$ cat config.mk
export PLATFORM = sky130hd
export DESIGN_NAME = cdccal_core
export DESIGN_NICKNAME = d
export VERILOG_FILES = /design/src/shared/cdccal_pkg.sv /design/src/hdl/cdccal_core.sv
export VERILOG_INCLUDE_DIRS = /design/src /design/src/shared
export SDC_FILE = /design/constraint.sdc
export NUM_CORES = 1
export LEC_CHECK = 0
export BUFFER_PORTS_ARGS = -buffer_cell sky130_fd_sc_hd__buf_2
export CELL_PAD_IN_SITES_DETAIL_PLACEMENT = 1
export CELL_PAD_IN_SITES_GLOBAL_PLACEMENT = 2
export CORE_MARGIN = 8
export CORE_UTILIZATION = 39
export DETAILED_ROUTE_END_ITERATION = 16
export PLACE_DENSITY = 0.84
export SYNTH_ARGS = -nofsm -noshare
export SYNTH_HDL_FRONTEND = slang
export SYNTH_SLANG_ARGS = --single-unit
$ cat constraint.sdc
create_clock -name i_clk_sys -period 2.2 [get_ports i_clk_sys]
set_input_delay 0.55 -clock i_clk_sys [delete_from_list [all_inputs] [get_ports i_clk_sys]]
set_output_delay 0.55 -clock i_clk_sys [all_outputs]
set_load 0.01 [all_outputs]
$ cat src/shared/cdccal_map.svh
// offsets-free constant map for the calibration coefficient block
// assumes inclusion by bare name from design files
`ifndef CDCCAL_MAP_SVH
`define CDCCAL_MAP_SVH
`define CDCCAL_OFFSET_RESET   16'h8000
`define CDCCAL_OFFSET_SE_HINT 16'h3000
`define CDCCAL_ZERO_DIFF      16'h8000
`define CDCCAL_ZERO_SE        16'h0000
`define CDCCAL_FULL_SCALE_FF  4000
`endif

$ cat src/shared/cdccal_pkg.sv
// types for the calibration coefficient block
// assumes no other package
package cdccal_pkg;
	typedef enum logic [1:0] {
		CDCCAL_IDLE,
		CDCCAL_LOAD,
		CDCCAL_RUN
	} cdccal_state_t;
endpackage

$ cat src/hdl/cdccal_core.sv
// gain/offset calibration coefficients and result scaling
// assumes factory gain word held steady by the otp store; one clock
`timescale 1ns/10ps
`include "cdccal_map.svh"
module cdccal_core #(
	parameter int W = 16
) (
	input  wire logic         i_clk_sys,
	input  wire logic         i_reset_n,
	input  wire logic [W-1:0] i_otp_gain,
	input  wire logic         i_gain_wr,
	input  wire logic [W-1:0] i_gain_wdata,
	input  wire logic         i_gain_cal,
	input  wire logic         i_offset_wr,
	input  wire logic [W-1:0] i_offset_wdata,
	input  wire logic         i_differential_input_select,
	input  wire logic         i_raw_valid,
	input  wire logic [W-1:0] i_raw,
	output logic      [W-1:0] o_gain,
	output logic      [W-1:0] o_offset,
	output logic              o_loaded,
	output logic              o_differential_input_select,
	output logic              o_result_valid,
	output logic      [W-1:0] o_result
);
	logic rst_s1;
	logic rst_n;
	cdccal_pkg::cdccal_state_t state;
	cdccal_pkg::cdccal_state_t next_state;

	always_ff @(posedge i_clk_sys or negedge i_reset_n) begin
		if (!i_reset_n) begin
			rst_s1 <= 1'b0;
			rst_n  <= 1'b0;
		end else begin
			rst_s1 <= 1'b1;
			rst_n  <= rst_s1;
		end
	end

	// state decode shared by the datapath and the checks below
	function automatic logic cdccal_is_load(
		input cdccal_pkg::cdccal_state_t st
	);
		return st == cdccal_pkg::CDCCAL_LOAD;
	endfunction

	function automatic logic cdccal_is_run(
		input cdccal_pkg::cdccal_state_t st
	);
		return st == cdccal_pkg::CDCCAL_RUN;
	endfunction

	// gain cal takes the full-scale reading as the new gain word;
	// a true ratio against the 4 pF target needs a divider, traded
	// away here for a one-cycle update
	wire           in_load      = cdccal_is_load(state);
	wire           in_run       = cdccal_is_run(state);
	// writes before the factory load are dropped without notice
	wire           gain_wr_take = i_gain_wr && in_run;
	wire           cal_hit      = i_gain_cal && i_raw_valid;
	// a host write wins over a calibration hit in the same cycle
	wire           cal_take     = cal_hit && in_run && !i_gain_wr;
	wire           offset_take  = i_offset_wr && in_run;
	wire           result_take  = i_raw_valid && !i_gain_cal && in_run;
	// offset sum cut to W bits on purpose: it wraps like the raw code
	wire [W-1:0]   corrected    = W'(i_raw + o_offset
	                                 - W'(`CDCCAL_ZERO_DIFF));
	wire [2*W-1:0] prod         = (2*W)'(corrected) * (2*W)'(o_gain);
	// gain 0x8000 is unity, so the product is taken from bit 15 up
	wire [W-1:0]   scaled       = prod[2*W-2:W-1];

	always_comb begin
		next_state = state;
		case (state)
			cdccal_pkg::CDCCAL_IDLE: next_state = cdccal_pkg::CDCCAL_LOAD;
			cdccal_pkg::CDCCAL_LOAD: next_state = cdccal_pkg::CDCCAL_RUN;
			cdccal_pkg::CDCCAL_RUN:  next_state = cdccal_pkg::CDCCAL_RUN;
			default:                 next_state = cdccal_pkg::CDCCAL_IDLE;
		endcase
	end

	always_ff @(posedge i_clk_sys or negedge rst_n) begin
		if (!rst_n) begin
			state    <= cdccal_pkg::CDCCAL_IDLE;
			o_gain   <= '0;
			o_offset <= W'(`CDCCAL_OFFSET_RESET);
			o_loaded <= 1'b0;
		end else begin
			state <= next_state;
			if (in_load) begin
				o_gain   <= i_otp_gain;
				o_loaded <= 1'b1;
			end else if (gain_wr_take) begin
				o_gain <= i_gain_wdata;
			end else if (cal_take) begin
				o_gain <= i_raw;
			end
			// any 16-bit value accepted, full range
			if (offset_take)
				o_offset <= i_offset_wdata;
		end
	end

	always_ff @(posedge i_clk_sys or negedge rst_n) begin
		if (!rst_n) begin
			o_result_valid              <= 1'b0;
			o_result                    <= '0;
			o_differential_input_select <= 1'b0;
		end else begin
			o_differential_input_select <= i_differential_input_select;
			o_result_valid <= result_take;
			if (i_raw_valid)
				o_result <= scaled;
		end
	end

	AST_OFFSET_DEFAULT: assert property (@(posedge i_clk_sys)
		$rose(rst_n) |-> o_offset == `CDCCAL_OFFSET_RESET)
		else $error("offset not at default after reset");
	AST_GAIN_LOAD: assert property (@(posedge i_clk_sys)
		disable iff (!rst_n)
		state == cdccal_pkg::CDCCAL_LOAD |=> o_gain == $past(i_otp_gain))
		else $error("factory gain not loaded");
	AST_GAIN_WRITE: assert property (@(posedge i_clk_sys)
		disable iff (!rst_n)
		state == cdccal_pkg::CDCCAL_RUN && i_gain_wr
		|=> o_gain == $past(i_gain_wdata))
		else $error("gain write lost");
	AST_OFFSET_WRITE: assert property (@(posedge i_clk_sys)
		disable iff (!rst_n)
		state == cdccal_pkg::CDCCAL_RUN && i_offset_wr
		|=> o_offset == $past(i_offset_wdata))
		else $error("offset write lost");
	AST_RESULT_SCALED: assert property (@(posedge i_clk_sys)
		disable iff (!rst_n)
		i_raw_valid |=> o_result == $past(scaled))
		else $error("result not scaled");
	AST_LOADED_TWO: assert property (@(posedge i_clk_sys)
		$rose(rst_n) |-> !o_loaded ##2 o_loaded)
		else $error("load timing wrong");

	// checks below hold only once the internal reset has let go
	AST_OFFSET_HOLD: assert property (@(posedge i_clk_sys)
		disable iff (!rst_n)
		!(i_offset_wr && in_run) |=> $stable(o_offset))
		else $error("offset moved without a write");

	AST_IDLE_DEFAULTS: assert property (@(posedge i_clk_sys)
		disable iff (!rst_n)
		state == cdccal_pkg::CDCCAL_IDLE
		|=> o_gain == '0 && o_offset == W'(`CDCCAL_OFFSET_RESET))
		else $error("early write reached a coefficient");

	AST_GAIN_CAL: assert property (@(posedge i_clk_sys)
		disable iff (!rst_n)
		in_run && i_gain_cal && i_raw_valid && !i_gain_wr
		|=> o_gain == $past(i_raw))
		else $error("calibration reading not taken as gain");

	AST_GAIN_HOLD: assert property (@(posedge i_clk_sys)
		disable iff (!rst_n)
		in_run && !i_gain_wr && !(i_gain_cal && i_raw_valid)
		|=> $stable(o_gain))
		else $error("gain moved without a write or calibration");

	AST_LOAD_TO_RUN: assert property (@(posedge i_clk_sys)
		disable iff (!rst_n)
		in_load |=> in_run && o_loaded)
		else $error("factory load did not complete");

	AST_LOADED_STAYS: assert property (@(posedge i_clk_sys)
		disable iff (!rst_n)
		o_loaded |=> o_loaded)
		else $error("loaded flag dropped without reset");

	// no result is flagged valid while calibration owns the reading; o_result still takes the scaled word
	AST_VALID_CAL: assert property (@(posedge i_clk_sys)
		disable iff (!rst_n)
		i_gain_cal |=> !o_result_valid)
		else $error("result flagged during calibration");

	AST_VALID_RAW: assert property (@(posedge i_clk_sys)
		disable iff (!rst_n)
		in_run && i_raw_valid && !i_gain_cal |=> o_result_valid)
		else $error("result not flagged");

	AST_RESULT_HOLD: assert property (@(posedge i_clk_sys)
		disable iff (!rst_n)
		!i_raw_valid |=> $stable(o_result))
		else $error("result changed without a new reading");

	// unity gain and default offset must pass the raw word through
	AST_UNITY_GAIN: assert property (@(posedge i_clk_sys)
		disable iff (!rst_n)
		i_raw_valid && o_gain == W'(16'h8000)
		&& o_offset == W'(`CDCCAL_OFFSET_RESET)
		|=> o_result == $past(i_raw))
		else $error("unity scaling altered the reading");

	AST_DSEL_COPY: assert property (@(posedge i_clk_sys)
		disable iff (!rst_n)
		1'b1 |=> o_differential_input_select
		== $past(i_differential_input_select))
		else $error("mode bit copy lost");
endmodule

==> impl_metrics.yaml <==
sta:
  timing.slew.headroom_pct: 64.7
  min_period_over_period_pct: 364
  setup_violations: 16
  grt_setup_unrepaired: "true"
  fmax_mhz: 125
  timing_worst_slew_pin_value_ps: 529
  drv_slew: 0
  fin_ws_ps: -5800
  timing_hold_violations_final: 0
  fin_worst_skew_ps: 11.7
  hold_ws_ps: 252
  timing.final.crit_period_ps: 8000
critical_path:
  worst-r2r-cell-count: 31
  endpoint: "o_result[3]"
  max_stage_delay_ps: 530
  path_type_of_the_worst_setup_path: "flip-flop to flip-flop"
  reg2reg_from: "o_offset[2]"
  timing.critical_path.arrival_ps: 8200
  path_delay_family: "adder cells"
  crit_path_frequent_cell: "fa_1"
  worst-r2r-setup-slack_ps: -5800
  setup.worst_path.start: "o_offset[2]"
  critical_path.reg2reg.endpoint: "o_result[3]"
  timing.critical_path.depth: 31
  setup_crit_end_kind: "flip-flop"
  timing.critical_path.fanout_max: 4
  cp_data_required_time_ps: 2400
  cp_launch_type: "flip-flop"
  crit_path_top_delay_cell: "fa_1"
  timing.critical_path.buf_inv: 7
clock_network:
  clk_pin_slew_worst_paths_ps: 90
  clock_buffers_created_by_tritoncts: 5
  tritoncts_num_sinks: 55
  worstSkewPairLatency_ps: 320
  clk_path_buf_depth: 2
  cts_tree: "done"
  cts_root_buf: "clkbuf_16"
  htree_levels: 2
drt:
  drcViolationCount: 0
  via_count: 9395
  antenna_left: 0
  first_iter_violations: 352
  avgRoutedWirePerCell_um: 18.2
  route.final.wire_length_mm: 34.4
  route.detailed.vias_per_inst: 4.97
  drt-pass1-iter-count: 4
placed_design:
  post_dp_cell_area_um2: 13800
  hpwlAfterDp_mm: 29.2
  port-buffer-count: 121
  gpl.final_weighted_congestion: 0.845
layout:
  final_design_area_no_fill_um2: 14400
  final-seq-area_um2: 1380
  post_route_core_utilization_pct: 50.4
  multiInputGateArea_um2: 9210
  areaGrowthSynthToFinish_pct: 28.2
  finalNetCount: 1899
  drive_gt1_share_pct: 29.9
  n_fill_cell: 3334
floorplan:
  die_w_um: 185
  pin_count: 122
  start_util_pct: 39.3
  die_height_um: 185
  placeableCoreArea_um2: 28500
  die_area_um2: 34400
  fp-row-count: 62
synth:
  post_synthesis_instance_area_um2: 11200
  yosysWarningCount: 0
  syn-num-nets: 1616
  yosys_most_used_dff: "dfrtp_1"
  syn_area_per_cell_um2: 9.16
  synthDistinctLibCells: 57
  number_of_standard_cells_after_synthesis: 1223
  synth-edff-count: 0
  synth-async-reset-ratio_pct: 100
  synth_seq_area_share_pct: 12.3
  yosys_register_bits: 55
global_routing:
  grt_util_all_layers_pct: 21.2
  grt_overflow_total: 0
  largest_net_degree_at_the_start_of_global_routing: 37
  grt_pass1_vias: 11036
  antenna_violations_before_repair: 0
  wire_length_of_the_first_global_routing_pass_mm: 57.5
run_status:
  failed_checks: "setup timing"
  result_of_the_run: "finished with violations"
hold_path:
  hp-class: "flip-flop to async pin"
run:
  max-cap-violations: 0
-- final cells by class --
class,count,area share [%]
well taps,384,3.35
inverters,233,6.09
flip-flops and latches,55,9.60
diodes,1,0.0174
multi-input cells,884,64.1
repair buffers,327,15.7
clock buffers,5,0.871
clock inverters,3,0.235
-- metrics by stage --
step,setup slack [ps],cells,TNS [ps]
final,-5800,1892,-90530
after global routing,-6170,1891,-95860
after CTS,-5730,1882,-89280
after detailed placement,-6220,1863,-96650
after global placement,-5980,1863,-93140
after floorplan,-5600,1223,-86570
-- synthesized netlist by cell type (2+ instances only) --
cell	n	area, um2
inv_1	233	875
fa_1	193	3860
nand2_1	166	623
ha_1	129	1610
and2_1	101	632
dfrtp_1	54	1350
a21oi_1	51	255
clkbuf_1	47	176
nand3_1	33	165
o21ai_0	32	160
mux2_2	29	327
nor2_1	19	71.3
xnor2_1	19	166
a21o_1	14	105
nand2b_1	13	81.3
and3_1	10	62.6
xor2_1	9	78.8
nor2b_1	8	50.1
buf_2	4	20.0
nand4_1	4	25.0
o31ai_1	4	30.0
a211oi_1	3	22.5
o21ai_1	3	15.0
or3_1	3	18.8
a2111oi_0	2	17.5
a21oi_2	2	17.5
a221o_1	2	20.0
nor3_1	2	10.0
nor3b_1	2	15.0
o211ai_1	2	15.0
o21a_1	2	15.0
o21bai_1	2	15.0
or2_2	2	12.5
-- cells by family after synthesis --
family | Yosys count | share of synthesized area, %
compound gates | 136 | 7.94
xor+xnor | 28 | 2.19
other cells | 1 | 0.0335
mux | 29 | 2.92
fa+ha+maj | 322 | 48.9
flops | 55 | 12.3
buf+inv | 284 | 9.56
simple gates | 368 | 16.2
-- worst min-delay path by stage --
| stage | to | slack, ps | depth (start not counted) |
|---|---|---|---|
| floorplan | rst_n | 250 | 0 |
| global placement | o_differential_input_select | 260 | 0 |
| detailed placement | o_differential_input_select | 270 | 0 |
| CTS | o_differential_input_select | 290 | 0 |
| global route | o_differential_input_select | 280 | 0 |
| finish | o_differential_input_select | 250 | 0 |
-- sequential cells by signal, summed over array words and instances, names as in the netlist --
signal	cells
o_gain	16
o_offset	16
o_result	16
state	2
o_differential_input_select	1
o_loaded	1
o_result_valid	1
rst_n	1
rst_s1	1
-- layout by cell type (no fill, tap or decap), types with 6 or more instances in the layout --
cell and n:
inv_2 12, o21ai_0 28, buf_12 6, mux2_2 23
buf_6 7, and2_1 97, ha_4 12, inv_1 221
nand3_1 32, fa_1 188, a21oi_1 44, xnor2_1 17
buf_4 192, and3_1 8, nor2_1 17, a21oi_2 8
nand2b_1 12, nand2_1 162, ha_1 116, mux2_4 6
a21o_1 14, xor2_1 8, buf_2 121, nor2b_1 7
dfrtp_1 53
-- metal layers --
layer	vias up	wire [um]	GRT usage [%]
li1	4360	-	-
met1	4848	14100	25.4
met2	151	18300	40.2
met3	36	1190	2.01
met4	0	724	5.25
met5	-	0	0
-- what timing repair did --
item / 4_1_cts / 5_1_grt
hold buffers: 1 / 0
resized for setup: 47 / 16
setup endpoints to repair: 16 / 16
pin swaps: 31 / 29
endpoints found under the hold margin: 2 / 0
buffers inserted: 11 / 10
Power is not shown: default switching activity piles up to over one toggle a cycle in this logic, so the estimate is an artifact.
